**src/logic/fwos_regs.svh**
```systemverilog
// register offsets, field positions, reset values and timing counts of the flash write sequencer
`ifndef FWOS_REGS_SVH
`define FWOS_REGS_SVH

// ----------------------------------------------------------------
// register byte offsets
// ----------------------------------------------------------------
`define FWOS_OFF_CTL_LO     8'h00
`define FWOS_OFF_CTL_HI     8'h04
`define FWOS_OFF_SEC_LO     8'h08
`define FWOS_OFF_SEC_HI     8'h0c
`define FWOS_OFF_ADR_LO     8'h10
`define FWOS_OFF_ADR_HI     8'h14
`define FWOS_OFF_D0_LO      8'h18
`define FWOS_OFF_D0_HI      8'h1c
`define FWOS_OFF_D1_LO      8'h20
`define FWOS_OFF_D1_HI      8'h24
`define FWOS_OFF_ERR        8'h28
`define FWOS_OFF_TAU        8'h2c
`define FWOS_OFF_STAT       8'h30
`define FWOS_OFF_MASK       8'h34
`define FWOS_OFF_PROT       8'h38

// ----------------------------------------------------------------
// field positions
// ----------------------------------------------------------------
`define FWOS_CTL_LAUNCH     15
`define FWOS_CTL_SUSPEND_SELECT       14
`define FWOS_CTL_WP         13
`define FWOS_CTL_DWP        12
`define FWOS_CTL_ER         11
`define FWOS_CTL_SPR        8
`define FWOS_CTL_MASK       16'hf900
`define FWOS_SEL_MASK       16'h3900
`define FWOS_ERR_RESUME     0
`define FWOS_ERR_REFUSED    1
`define FWOS_EV_DONE        0
`define FWOS_EV_RESUME      1
`define FWOS_EV_REFUSED     2
`define FWOS_PAT_DISABLE    0
`define FWOS_PAT_ENABLE     1
`define FWOS_WORD_SEL_BIT   2

// ----------------------------------------------------------------
// reset values and limits
// ----------------------------------------------------------------
`define FWOS_PROT_RST       1'b0
`define FWOS_TOGGLE_MAX     5'h10

// ----------------------------------------------------------------
// timing
// ----------------------------------------------------------------
`define FWOS_CLK_NS         5
`define FWOS_PROG_NS        1000
`define FWOS_ERASE_NS       5000
`define FWOS_SPR_NS         1000
`define FWOS_PROG_CYC       16'((`FWOS_PROG_NS) / (`FWOS_CLK_NS))
`define FWOS_ERASE_CYC      16'((`FWOS_ERASE_NS) / (`FWOS_CLK_NS))
`define FWOS_SPR_CYC        16'((`FWOS_SPR_NS) / (`FWOS_CLK_NS))

`endif

```
**src/logic/fwos_pkg.sv**
```systemverilog
// types of the flash write sequencer
package fwos_pkg;

    typedef enum logic [2:0] {
        FWOS_ST_IDLE = 3'b001,
        FWOS_ST_BUSY = 3'b010,
        FWOS_ST_SUSPEND_SELECT = 3'b100
    } fwos_state_t;

    typedef enum logic [2:0] {
        FWOS_OP_NONE = 3'h0,
        FWOS_OP_WP   = 3'h1,
        FWOS_OP_DWP  = 3'h2,
        FWOS_OP_ER   = 3'h3,
        FWOS_OP_SPR  = 3'h4
    } fwos_op_t;

endpackage

```
**src/logic/fwos_op_timer.sv**
```systemverilog
// operation duration counter that pauses while not running
`timescale 1ns/1ps
module fwos_op_timer (
    // clock and reset
    input  wire logic        clk_i,
    input  wire logic        rst_i,
    // control
    input  wire logic        load_i,
    input  wire logic [15:0] cycles_i,
    input  wire logic        run_i,
    // result
    output logic             done_o
);
    logic [15:0] cnt_r;
    logic [15:0] cnt_nxt;
    logic        done_r;
    logic        done_nxt;

    always_comb begin
        // a finish that coincides with a pause is kept until the count runs again
        cnt_nxt  = cnt_r;
        done_nxt = done_r && !run_i;
        if (load_i) begin
            cnt_nxt = cycles_i;
        end else if (run_i && cnt_r != 16'h0000) begin
            cnt_nxt  = cnt_r - 16'h0001;
            done_nxt = (cnt_r == 16'h0001);
        end
    end

    always_ff @(posedge clk_i) begin
        if (rst_i) begin
            cnt_r  <= 16'h0000;
            done_r <= 1'b0;
        end else begin
            cnt_r  <= cnt_nxt;
            done_r <= done_nxt;
        end
    end

    assign done_o = done_r;
endmodule // fwos_op_timer

```
**src/logic/fwos_seq.sv**
```systemverilog
// flash write operation sequencer with a classic wishbone register slave
//
// Implementation choices: the address map and the Wishbone interface to the registers.
`timescale 1ns/1ps
`include "fwos_regs.svh"
module fwos_seq (
    // clock and reset
    input  wire logic        clk_i,
    input  wire logic        rst_i,
    // wishbone slave
    input  wire logic        wb_cyc_i,
    input  wire logic        wb_stb_i,
    input  wire logic        wb_we_i,
    input  wire logic [7:0]  wb_adr_i,
    input  wire logic [3:0]  wb_sel_i,
    input  wire logic [31:0] wb_dat_i,
    output logic [31:0]      wb_dat_o,
    output logic             wb_ack_o,
    // code fetch source, needed to set the temp unprotect bit
    input  wire logic        exec_from_flash_i,
    // flash array command
    output logic             arr_start_o,
    output logic [2:0]       arr_op_o,
    output logic [23:0]      arr_addr_o,
    output logic [63:0]      arr_data_o,
    output logic [31:0]      arr_sect_o,
    output logic             arr_suspend_o,
    // interrupt
    output logic             irq_o
);
    // ----------------------------------------------------------------
    // state
    // ----------------------------------------------------------------
    fwos_pkg::fwos_state_t state_r, state_nxt;
    fwos_pkg::fwos_op_t    op_r, op_nxt;
    logic [15:0] ctl_r, ctl_nxt, sec_lo_r, sec_lo_nxt, sec_hi_r, sec_hi_nxt;
    logic [15:0] adl_r, adl_nxt, adh_r, adh_nxt;
    logic [15:0] d0l_r, d0l_nxt, d0h_r, d0h_nxt, d1l_r, d1l_nxt, d1h_r, d1h_nxt;
    logic [15:0] saved_r, saved_nxt;
    logic [1:0]  err_r, err_nxt;
    logic [2:0]  stat_r, stat_nxt, mask_r, mask_nxt, stat_set;
    logic        tau_r, tau_nxt, prot_r, prot_nxt;
    logic [4:0]  tog_r, tog_nxt;
    logic        ack_r, ack_nxt, irq_r, irq_nxt;
    logic [31:0] rdat_r, rdat_nxt;
    logic        start_r, start_nxt, suspend_select_r, suspend_select_nxt;
    logic [2:0]  aop_r, aop_nxt;
    logic [23:0] aadr_r, aadr_nxt;
    logic [63:0] adat_r, adat_nxt;
    logic [31:0] asec_r, asec_nxt;
    logic        tmr_load;
    logic [15:0] tmr_cyc;
    logic        tmr_done;
    logic [15:0] rd_val;

    // ----------------------------------------------------------------
    // bus decode
    // ----------------------------------------------------------------
    wire logic [7:0]  off     = {wb_adr_i[7:2], 2'b00};
    wire logic        acc     = wb_cyc_i && wb_stb_i && ack_r;
    wire logic        wr_acc  = acc && wb_we_i;
    wire logic        rd_acc  = acc && !wb_we_i;
    wire logic        blocked = prot_r && !tau_r;
    wire logic        wr_ctl  = wr_acc && off == `FWOS_OFF_CTL_HI && !blocked;
    wire logic [15:0] ctl_in  = wmerge(ctl_r, wb_dat_i, wb_sel_i) & `FWOS_CTL_MASK;
    wire fwos_pkg::fwos_op_t op_in = op_of(ctl_in);

    function automatic logic [15:0] wmerge(input logic [15:0] old, input logic [31:0] d, input logic [3:0] s);
        wmerge = {s[1] ? d[15:8] : old[15:8], s[0] ? d[7:0] : old[7:0]};
    endfunction

    // exactly one selection bit gives an operation
    function automatic fwos_pkg::fwos_op_t op_of(input logic [15:0] c);
        case ({c[`FWOS_CTL_WP], c[`FWOS_CTL_DWP], c[`FWOS_CTL_ER], c[`FWOS_CTL_SPR]})
            4'b1000: op_of = fwos_pkg::FWOS_OP_WP;
            4'b0100: op_of = fwos_pkg::FWOS_OP_DWP;
            4'b0010: op_of = fwos_pkg::FWOS_OP_ER;
            4'b0001: op_of = fwos_pkg::FWOS_OP_SPR;
            default: op_of = fwos_pkg::FWOS_OP_NONE;
        endcase
    endfunction

    function automatic logic [15:0] op_cycles(input fwos_pkg::fwos_op_t o);
        case (o)
            fwos_pkg::FWOS_OP_ER:  op_cycles = `FWOS_ERASE_CYC;
            fwos_pkg::FWOS_OP_SPR: op_cycles = `FWOS_SPR_CYC;
            default:               op_cycles = `FWOS_PROG_CYC;
        endcase
    endfunction

    fwos_op_timer u_timer (
        .clk_i    (clk_i),
        .rst_i    (rst_i),
        .load_i   (tmr_load),
        .cycles_i (tmr_cyc),
        .run_i    (state_r == fwos_pkg::FWOS_ST_BUSY),
        .done_o   (tmr_done)
    );

    // ----------------------------------------------------------------
    // read mux
    // ----------------------------------------------------------------
    always_comb begin
        case (off)
            `FWOS_OFF_CTL_LO: rd_val = {13'h0000, state_r};
            `FWOS_OFF_CTL_HI: rd_val = ctl_r;
            `FWOS_OFF_SEC_LO: rd_val = sec_lo_r;
            `FWOS_OFF_SEC_HI: rd_val = sec_hi_r;
            `FWOS_OFF_ADR_LO: rd_val = adl_r;
            `FWOS_OFF_ADR_HI: rd_val = adh_r;
            `FWOS_OFF_D0_LO:  rd_val = d0l_r;
            `FWOS_OFF_D0_HI:  rd_val = d0h_r;
            `FWOS_OFF_D1_LO:  rd_val = d1l_r;
            `FWOS_OFF_D1_HI:  rd_val = d1h_r;
            `FWOS_OFF_ERR:    rd_val = {14'h0000, err_r};
            `FWOS_OFF_TAU:    rd_val = {15'h0000, tau_r};
            `FWOS_OFF_STAT:   rd_val = {13'h0000, stat_r};
            `FWOS_OFF_MASK:   rd_val = {13'h0000, mask_r};
            `FWOS_OFF_PROT:   rd_val = {10'h000, tog_r, prot_r};
            default:          rd_val = 16'h0000;
        endcase
    end

    // ----------------------------------------------------------------
    // next state
    // ----------------------------------------------------------------
    always_comb begin
        state_nxt = state_r; op_nxt = op_r; ctl_nxt = ctl_r; saved_nxt = saved_r;
        sec_lo_nxt = sec_lo_r; sec_hi_nxt = sec_hi_r; adl_nxt = adl_r; adh_nxt = adh_r;
        d0l_nxt = d0l_r; d0h_nxt = d0h_r; d1l_nxt = d1l_r; d1h_nxt = d1h_r;
        err_nxt = err_r; mask_nxt = mask_r; tau_nxt = tau_r; prot_nxt = prot_r; tog_nxt = tog_r;
        aop_nxt = aop_r; aadr_nxt = aadr_r; adat_nxt = adat_r; asec_nxt = asec_r;
        suspend_select_nxt = suspend_select_r; start_nxt = 1'b0; stat_set = 3'b000;
        tmr_load = 1'b0; tmr_cyc = 16'h0000;
        ack_nxt  = wb_cyc_i && wb_stb_i && !ack_r;
        rdat_nxt = (wb_cyc_i && wb_stb_i && !ack_r && !wb_we_i) ? {16'h0000, rd_val} : rdat_r;

        // plain register writes; protected ones are dropped while locked
        if (wr_acc) begin
            case (off)
                `FWOS_OFF_CTL_HI: if (!blocked && state_r != fwos_pkg::FWOS_ST_BUSY) ctl_nxt = ctl_in;
                `FWOS_OFF_SEC_LO: if (!blocked) sec_lo_nxt = wmerge(sec_lo_r, wb_dat_i, wb_sel_i);
                `FWOS_OFF_SEC_HI: if (!blocked) sec_hi_nxt = wmerge(sec_hi_r, wb_dat_i, wb_sel_i);
                `FWOS_OFF_ADR_LO: if (!blocked) adl_nxt = wmerge(adl_r, wb_dat_i, wb_sel_i);
                `FWOS_OFF_ADR_HI: if (!blocked) adh_nxt = wmerge(adh_r, wb_dat_i, wb_sel_i);
                `FWOS_OFF_D0_LO:  if (!blocked) d0l_nxt = wmerge(d0l_r, wb_dat_i, wb_sel_i);
                `FWOS_OFF_D0_HI:  if (!blocked) d0h_nxt = wmerge(d0h_r, wb_dat_i, wb_sel_i);
                `FWOS_OFF_D1_LO:  if (!blocked) d1l_nxt = wmerge(d1l_r, wb_dat_i, wb_sel_i);
                `FWOS_OFF_D1_HI:  if (!blocked) d1h_nxt = wmerge(d1h_r, wb_dat_i, wb_sel_i);
                `FWOS_OFF_ERR:    if (wb_sel_i[0]) err_nxt = wb_dat_i[1:0];
                `FWOS_OFF_MASK:   if (wb_sel_i[0]) mask_nxt = wb_dat_i[2:0];
                // setting needs a fetch from flash, clearing is always allowed
                `FWOS_OFF_TAU:    if (wb_sel_i[0] && (!wb_dat_i[0] || exec_from_flash_i)) tau_nxt = wb_dat_i[0];
                default: ;
            endcase
        end

        case (state_r)
            fwos_pkg::FWOS_ST_IDLE: begin
                if (wr_ctl && ctl_in[`FWOS_CTL_LAUNCH]) begin
                    ctl_nxt[`FWOS_CTL_LAUNCH] = 1'b0;
                    if (ctl_r[`FWOS_CTL_SUSPEND_SELECT] || ctl_in[`FWOS_CTL_SUSPEND_SELECT]) begin
                        err_nxt[`FWOS_ERR_REFUSED] = 1'b1;
                        stat_set[`FWOS_EV_REFUSED] = 1'b1;
                    end else if (op_in == fwos_pkg::FWOS_OP_NONE) begin
                        err_nxt[`FWOS_ERR_REFUSED] = 1'b1;
                        stat_set[`FWOS_EV_REFUSED] = 1'b1;
                    end else begin
                        ctl_nxt[`FWOS_CTL_LAUNCH] = 1'b1;
                        state_nxt = fwos_pkg::FWOS_ST_BUSY;
                        op_nxt    = op_in;
                        saved_nxt = ctl_in & `FWOS_SEL_MASK;
                        start_nxt = 1'b1;
                        aop_nxt   = op_in;
                        aadr_nxt  = {adh_r[7:0], adl_r};
                        if (op_in == fwos_pkg::FWOS_OP_DWP) aadr_nxt[`FWOS_WORD_SEL_BIT] = 1'b0;
                        adat_nxt  = (op_in == fwos_pkg::FWOS_OP_DWP) ? {d1h_r, d1l_r, d0h_r, d0l_r}
                                                                     : {32'h0, d0h_r, d0l_r};
                        asec_nxt  = {sec_hi_r, sec_lo_r};
                        tmr_load  = 1'b1;
                        tmr_cyc   = op_cycles(op_in);
                    end
                end
            end
            fwos_pkg::FWOS_ST_BUSY: begin
                if (tmr_done) begin
                    state_nxt = fwos_pkg::FWOS_ST_IDLE;
                    ctl_nxt   = 16'h0000;
                    stat_set[`FWOS_EV_DONE] = 1'b1;
                    if (op_r == fwos_pkg::FWOS_OP_ER) begin
                        sec_lo_nxt = 16'h0000;
                        sec_hi_nxt = 16'h0000;
                    end
                    if (op_r == fwos_pkg::FWOS_OP_SPR && tog_r != `FWOS_TOGGLE_MAX) begin
                        if (prot_r && !d0l_r[`FWOS_PAT_DISABLE]) begin
                            prot_nxt = 1'b0;
                            tog_nxt  = tog_r + 5'h01;
                        end else if (!prot_r && !d0l_r[`FWOS_PAT_ENABLE]) begin
                            prot_nxt = 1'b1;
                            tog_nxt  = tog_r + 5'h01;
                        end
                    end
                end else if (wr_ctl && ctl_in[`FWOS_CTL_SUSPEND_SELECT] && op_r != fwos_pkg::FWOS_OP_SPR) begin
                    state_nxt = fwos_pkg::FWOS_ST_SUSPEND_SELECT;
                    ctl_nxt   = ctl_r | (16'h0001 << `FWOS_CTL_SUSPEND_SELECT);
                    suspend_select_nxt  = 1'b1;
                end
            end
            fwos_pkg::FWOS_ST_SUSPEND_SELECT: begin
                if (wr_ctl && ctl_in[`FWOS_CTL_LAUNCH]) begin
                    if (!ctl_in[`FWOS_CTL_SUSPEND_SELECT] && (ctl_in & `FWOS_SEL_MASK) == saved_r) begin
                        state_nxt = fwos_pkg::FWOS_ST_BUSY;
                        suspend_select_nxt  = 1'b0;
                    end else begin
                        state_nxt = fwos_pkg::FWOS_ST_IDLE;
                        ctl_nxt   = 16'h0000;
                        suspend_select_nxt  = 1'b0;
                        err_nxt[`FWOS_ERR_RESUME] = 1'b1;
                        stat_set[`FWOS_EV_RESUME] = 1'b1;
                        tmr_load  = 1'b1;
                    end
                end
            end
            default: state_nxt = fwos_pkg::FWOS_ST_IDLE;
        endcase

        // a new event wins over the clearing read
        stat_nxt = ((rd_acc && off == `FWOS_OFF_STAT) ? 3'b000 : stat_r) | stat_set;
        irq_nxt  = |(stat_nxt & mask_nxt);
    end

    // ----------------------------------------------------------------
    // registers
    // ----------------------------------------------------------------
    always_ff @(posedge clk_i) begin
        if (rst_i) begin
            state_r <= fwos_pkg::FWOS_ST_IDLE; op_r <= fwos_pkg::FWOS_OP_NONE;
            ctl_r <= 16'h0000; saved_r <= 16'h0000; sec_lo_r <= 16'h0000; sec_hi_r <= 16'h0000;
            adl_r <= 16'h0000; adh_r <= 16'h0000; d0l_r <= 16'h0000; d0h_r <= 16'h0000;
            d1l_r <= 16'h0000; d1h_r <= 16'h0000; err_r <= 2'h0; stat_r <= 3'h0; mask_r <= 3'h0;
            tau_r <= 1'b0; prot_r <= `FWOS_PROT_RST; tog_r <= 5'h00;
            ack_r <= 1'b0; irq_r <= 1'b0; rdat_r <= 32'h0000_0000;
            start_r <= 1'b0; suspend_select_r <= 1'b0; aop_r <= 3'h0; aadr_r <= 24'h00_0000;
            adat_r <= 64'h0; asec_r <= 32'h0000_0000;
        end else begin
            state_r <= state_nxt; op_r <= op_nxt;
            ctl_r <= ctl_nxt; saved_r <= saved_nxt; sec_lo_r <= sec_lo_nxt; sec_hi_r <= sec_hi_nxt;
            adl_r <= adl_nxt; adh_r <= adh_nxt; d0l_r <= d0l_nxt; d0h_r <= d0h_nxt;
            d1l_r <= d1l_nxt; d1h_r <= d1h_nxt; err_r <= err_nxt; stat_r <= stat_nxt; mask_r <= mask_nxt;
            tau_r <= tau_nxt; prot_r <= prot_nxt; tog_r <= tog_nxt;
            ack_r <= ack_nxt; irq_r <= irq_nxt; rdat_r <= rdat_nxt;
            start_r <= start_nxt; suspend_select_r <= suspend_select_nxt; aop_r <= aop_nxt; aadr_r <= aadr_nxt;
            adat_r <= adat_nxt; asec_r <= asec_nxt;
        end
    end

    assign wb_dat_o      = rdat_r;
    assign wb_ack_o      = ack_r;
    assign irq_o         = irq_r;
    assign arr_start_o   = start_r;
    assign arr_op_o      = aop_r;
    assign arr_addr_o    = aadr_r;
    assign arr_data_o    = adat_r;
    assign arr_sect_o    = asec_r;
    assign arr_suspend_o = suspend_select_r;
endmodule // fwos_seq

```
**config.mk**
```make
export PLATFORM = sky130hd
export DESIGN_NAME = fwos_seq
export DESIGN_NICKNAME = d
export VERILOG_FILES = /design/src/logic/fwos_pkg.sv /design/src/logic/fwos_op_timer.sv /design/src/logic/fwos_seq.sv
export VERILOG_INCLUDE_DIRS = /design/src /design/src/logic
export SDC_FILE = /design/constraint.sdc
export NUM_CORES = 1
export LEC_CHECK = 0
export BUFFER_PORTS_ARGS = -buffer_cell sky130_fd_sc_hd__buf_2
export CORE_UTILIZATION = 57
export DETAILED_ROUTE_END_ITERATION = 12
export PLACE_DENSITY = 0.8
export SYNTH_ARGS = -nofsm -noshare
export SYNTH_HDL_FRONTEND = slang
export SYNTH_SLANG_ARGS = --single-unit
```
**constraint.sdc**
```tcl
create_clock -name clk_i -period 2.3 [get_ports clk_i]
set_input_delay 0.23 -clock clk_i [delete_from_list [all_inputs] [get_ports clk_i]]
set_output_delay 0.23 -clock clk_i [all_outputs]
set_load 0.01 [all_outputs]
```
==> impl.org <==
** Clocking
- The tree is rooted in a sky130_fd_sc_hd__clkbuf_16.
- TritonCTS clock tree :: done
- The clock passes through at most 3 buffers.
- Clock tree synthesis found a total of around 330 sinks.
- CTS built an H-tree with a depth of 2.
- CTS Buf Count :: 34
- Clk_lat worst skew :: between 0.5 and 0.6 ns
- Clock-pin slew was measured on the worst setup and hold paths at roughly 0.060 ns.

** Power
- Of the total power, the clock network draws 0.467.
- Of the total power, the share spent switching nets is 0.221.
- Pint :: between 8000 and 9000 µW
- VDD sags by at most roughly 550 µV.
- Of the total power, registers draw 0.493.
- In this run the power density over the cells is about 700 mW/mm².
- The share of total power dissipated in combinational logic is 0.040.
- Reported leakage power :: approximately 0.0064 µW
- Summed over all nets, the switching power comes to 2540 µW.

** Yosys
- In this run, synthesis produced a sequential element count of between 300 and 400.
- Count leader, synth :: sky130_fd_sc_hd__dfxtp_1
- After technology mapping, the gate count stands at roughly 1500.
- Synth top cells by count :: 326 x sky130_fd_sc_hd__dfxtp_1, 225 x sky130_fd_sc_hd__nand2_1, 212 x sky130_fd_sc_hd__nor2_1, 138 x sky130_fd_sc_hd__mux2i_1, 119 x sky130_fd_sc_hd__a21oi_1
- In the synthesized netlist the dominant register cell turns out to be sky130_fd_sc_hd__dfxtp_1.
- In the synthesized netlist the async set-or-reset flop fraction comes to 0.
- During synthesis, Yosys emitted a total of 0 warnings.
- Of the synthesized area, sequential elements account for 0.485.
- The synthesized netlist contains 74 unique library cells.
- In this run the cell area of the synthesized design comes to between 0.01 and 0.015 mm².
- Area leader, netlist :: sky130_fd_sc_hd__dfxtp_1
- Leading cell types by total area after synthesis :: sky130_fd_sc_hd__dfxtp_1 49%, sky130_fd_sc_hd__mux2i_1 10%, sky130_fd_sc_hd__nand2_1 6.3%
- Number of enable-type register cells in the synthesized netlist :: 0
- In this run the mean area of a mapped cell was between 9 and 10 µm².
- Share of the synthesized area in the top cell type :: 0.485

** Drt
- Detailed-route wire length per cell :: approximately 20 µm
- First-pass iteration count of the detailed router :: 6
- In the routed design, unresolved DRC markers number 0.
- Final wirelength :: between 40000 and 50000 µm
- Once detail routing completed, the nets flagged for antenna violations numbered 0.
- Summing over every cut layer, the via total after detailed routing is approximately 12000.
- Dividing the detail-routed via count by the number of cells gives 5.91.
- First DRT Iteration DRCs :: between 1000 and 1500

** STA
- Period utilisation layout :: 0.953
- Final period demand of the worst path :: 2.19 ns
- Setup total negative slack on the finished layout was measured at 0 ns.
- Setup repair after global routing left no endpoint under its margin.
- Slew at the pin closest to its max-slew limit :: approximately 1.4 ns
- For this run, the top clock speed supported by timing is 456 MHz.
- On the final layout, the worst clock skew is about 0.017 ns.
- Setup violations remaining at the end of the flow were counted as 0.
- The number of max-slew violations in the final report came to 0.
- The worst pin sits at a relative slew slack of 0.0832.
- Final-layout worst hold slack :: 0.122 ns
- The hold violation count in the final report came to 0.

** Critical path
- R2R cell count :: 9
- Critical Path Start Type :: flip-flop
- STA classifies the critical path endpoint as a flip-flop.
- By startpoint and endpoint, the worst setup path is classified as flip-flop to flip-flop.
- The worst register-to-register path has a setup slack of about 0.11 ns.
- Required time of the critical path :: ~2.7 ns
- Arrival time of data at the critical path endpoint :: approximately 2.6 ns
- Origin of the critical flop-to-flop path :: ctl_r[11]
- In this run the critical register-to-register path is captured at arr_addr_o[2].
- Highest fanout seen on the critical path :: 16

** Die
- Row generation in the floorplan step produced 55 rows.
- Area of the die :: between 0.02 and 0.025 mm²
- Core area :: about 0.023 mm²
- In this run the vertical extent of the chip is around 160 µm.
- IO Count :: roughly 210
- The floorplan step set the die width to 156 µm.
- The initial utilization of the core area, before any placement, comes to 0.587.

** Place
- # placed instances :: approximately 2000
- Routability-driven placement finished with a final weighted congestion of 0.965.
- Half-perimeter wire length of the detailed placement result :: approximately 28000 µm
- The count of buffers added on input and output ports is between 150 and 200.

** Global routing
- Total track usage :: 0.332
- Aggregate global routing overflow :: 0
- The initial antenna violation count came to 1.
- The via count of the first global-routing pass is approximately 11000.
- The first global-routing pass estimated a little over 60000 µm of wire.
- Entering global routing, the biggest net connects just under 90 pins.

** Flow run
- Max-cap violations in this run came to 0.

** Layout
- Measured on the finished design, the core utilization comes to 0.714.
- The area growth from synthesis to layout is 21.7%.
- Leaving out filler cells and counting taps, the final layout contains between 2000 and 2500.
- Filler cell count in the final layout :: between 1500 and 2000
- Number of nets in the final layout :: around 1700
- Fraction of final layout cells sized beyond drive strength 1 :: 0.224

** Run status
- The flow ran to the end, and the final reports show no timing, DRC or antenna violations.

** Worst hold path
- End point of the worst hold path :: u_timer.cnt_r[3]
- The tightest min-delay check is of the primary input to flip-flop type.
- Beginning of the worst hold path :: rst_i
- Hold Path Stages :: 2
-- through the flow --
step / total power [µW] / cell area (µm²) / setup slack (ns)
floorplan: 6060 / 13500 / 0.227
global placement: 6220 / 15100 / -0.0713
detailed placement: 6220 / 15100 / -0.126
CTS: 11500 / 16200 / 0.0263
global route: 11800 / 16400 / 0.00659
finish: 11500 / 16400 / 0.108
-- layout make-up --
type                            instances  area [µm²]  area share
Antenna cell                            1        2.50    0.000153
Tap cell                              313         392      0.0239
Multi-Input combinational cell       1048        6390       0.391
Sequential cell                       326        6530       0.399
Clock inverter                          8        75.1     0.00459
Timing Repair Buffer                  276        1930       0.118
Inverter                                9        33.8     0.00207
Clock buffer                           51        1010      0.0615
-- how the worst max path moves through the flow --
stage	from	slack [ns]	end
detailed placement	wb_adr_i[7]	-0.13	saved_r[12]
global route	state_r[1]	0.007	u_timer.cnt_r[14]
global placement	wb_adr_i[7]	-0.07	saved_r[12]
finish	ctl_r[11]	0.11	arr_addr_o[2]
CTS	u_timer.cnt_r[11]	0.03	u_timer.cnt_r[4]
floorplan	wb_ack_o	0.23	sec_lo_r[12]
-- worst max-delay path, cell delays in order, from the launching register on --
cell and delay [ns]:
sky130_fd_sc_hd__dfxtp_1 0.39, sky130_fd_sc_hd__mux2_2 0.36, sky130_fd_sc_hd__xnor2_1 0.16, sky130_fd_sc_hd__nand3_1 0.11
sky130_fd_sc_hd__buf_4 0.20, sky130_fd_sc_hd__a21oi_4 0.23, sky130_fd_sc_hd__buf_12 0.18, sky130_fd_sc_hd__buf_12 0.16
sky130_fd_sc_hd__nand3_1 0.15, sky130_fd_sc_hd__a21oi_1 0.17
-- power groups by stage --
stage / Clock [µW] / Combinational (µW) / Sequential, µW
final: 5350 / 461 / 5660
after CTS: 5390 / 445 / 5660
after global placement: 0 / 436 / 5780
after detailed placement: 0 / 441 / 5780
after global routing: 5630 / 479 / 5650
after floorplan: 0 / 282 / 5780
-- kinds of logic (layout without fill, tap and decap cells) --
kind of cell,Yosys count,count (layout),share of synthesized area
and+or+nand+nor,566,566,0.186
muxes,157,157,0.121
adders and majority gates,4,4,0.00372
other,1,17,0.000279
AOI/OAI and AO/OA,284,284,0.144
DFF,326,326,0.485
buffers and inverters,123,344,0.0457
xor gates and xnor gates,21,21,0.0137
-- placed cells by master (no fill, tap or decap), types with 10 or more instances in the layout --
master / n
sky130_fd_sc_hd__a21oi_1: 119
sky130_fd_sc_hd__dfxtp_1: 326
sky130_fd_sc_hd__a22oi_1: 51
sky130_fd_sc_hd__xnor2_1: 13
sky130_fd_sc_hd__conb_1: 16
sky130_fd_sc_hd__mux2i_1: 138
sky130_fd_sc_hd__a22o_1: 44
sky130_fd_sc_hd__nand3_1: 30
sky130_fd_sc_hd__clkbuf_16: 38
sky130_fd_sc_hd__a222oi_1: 14
sky130_fd_sc_hd__nor2_2: 17
sky130_fd_sc_hd__nor2_1: 212
sky130_fd_sc_hd__buf_4: 81
sky130_fd_sc_hd__and2_1: 10
sky130_fd_sc_hd__nand2_1: 224
sky130_fd_sc_hd__mux2_2: 15
sky130_fd_sc_hd__buf_2: 171
sky130_fd_sc_hd__o21ai_0: 12
sky130_fd_sc_hd__nor3_1: 16
sky130_fd_sc_hd__buf_12: 18
-- metal layers --
layer  routed length [µm]  global-route usage  vias up
met5                    0                   0        -
met4                 2270               0.197        0
met3                 4030              0.0692      151
met2                18800               0.534      665
met1                15800               0.411     5631
li1                     -                   -     5561
-- registers in the layout (all words and copies together), names as in the netlist, 4 cells and up --
name           count
sec_hi_r          16
d0h_r             16
d1l_r             16
arr_addr_o        24
arr_sect_o        32
wb_dat_o          16
tog_r              5
u_timer.cnt_r     16
arr_data_o        64
adh_r             16
d1h_r             16
d0l_r             16
saved_r            4
adl_r             16
ctl_r             16
sec_lo_r          16
-- repair_timing --
item	in CTS	in global routing
hold buffers	2	0
buffers inserted	0	1
endpoints found under the hold margin	1	0
gates resized for setup	0	6
setup endpoints to repair	0	25
Note: power is estimated with default switching activity, not from simulation.
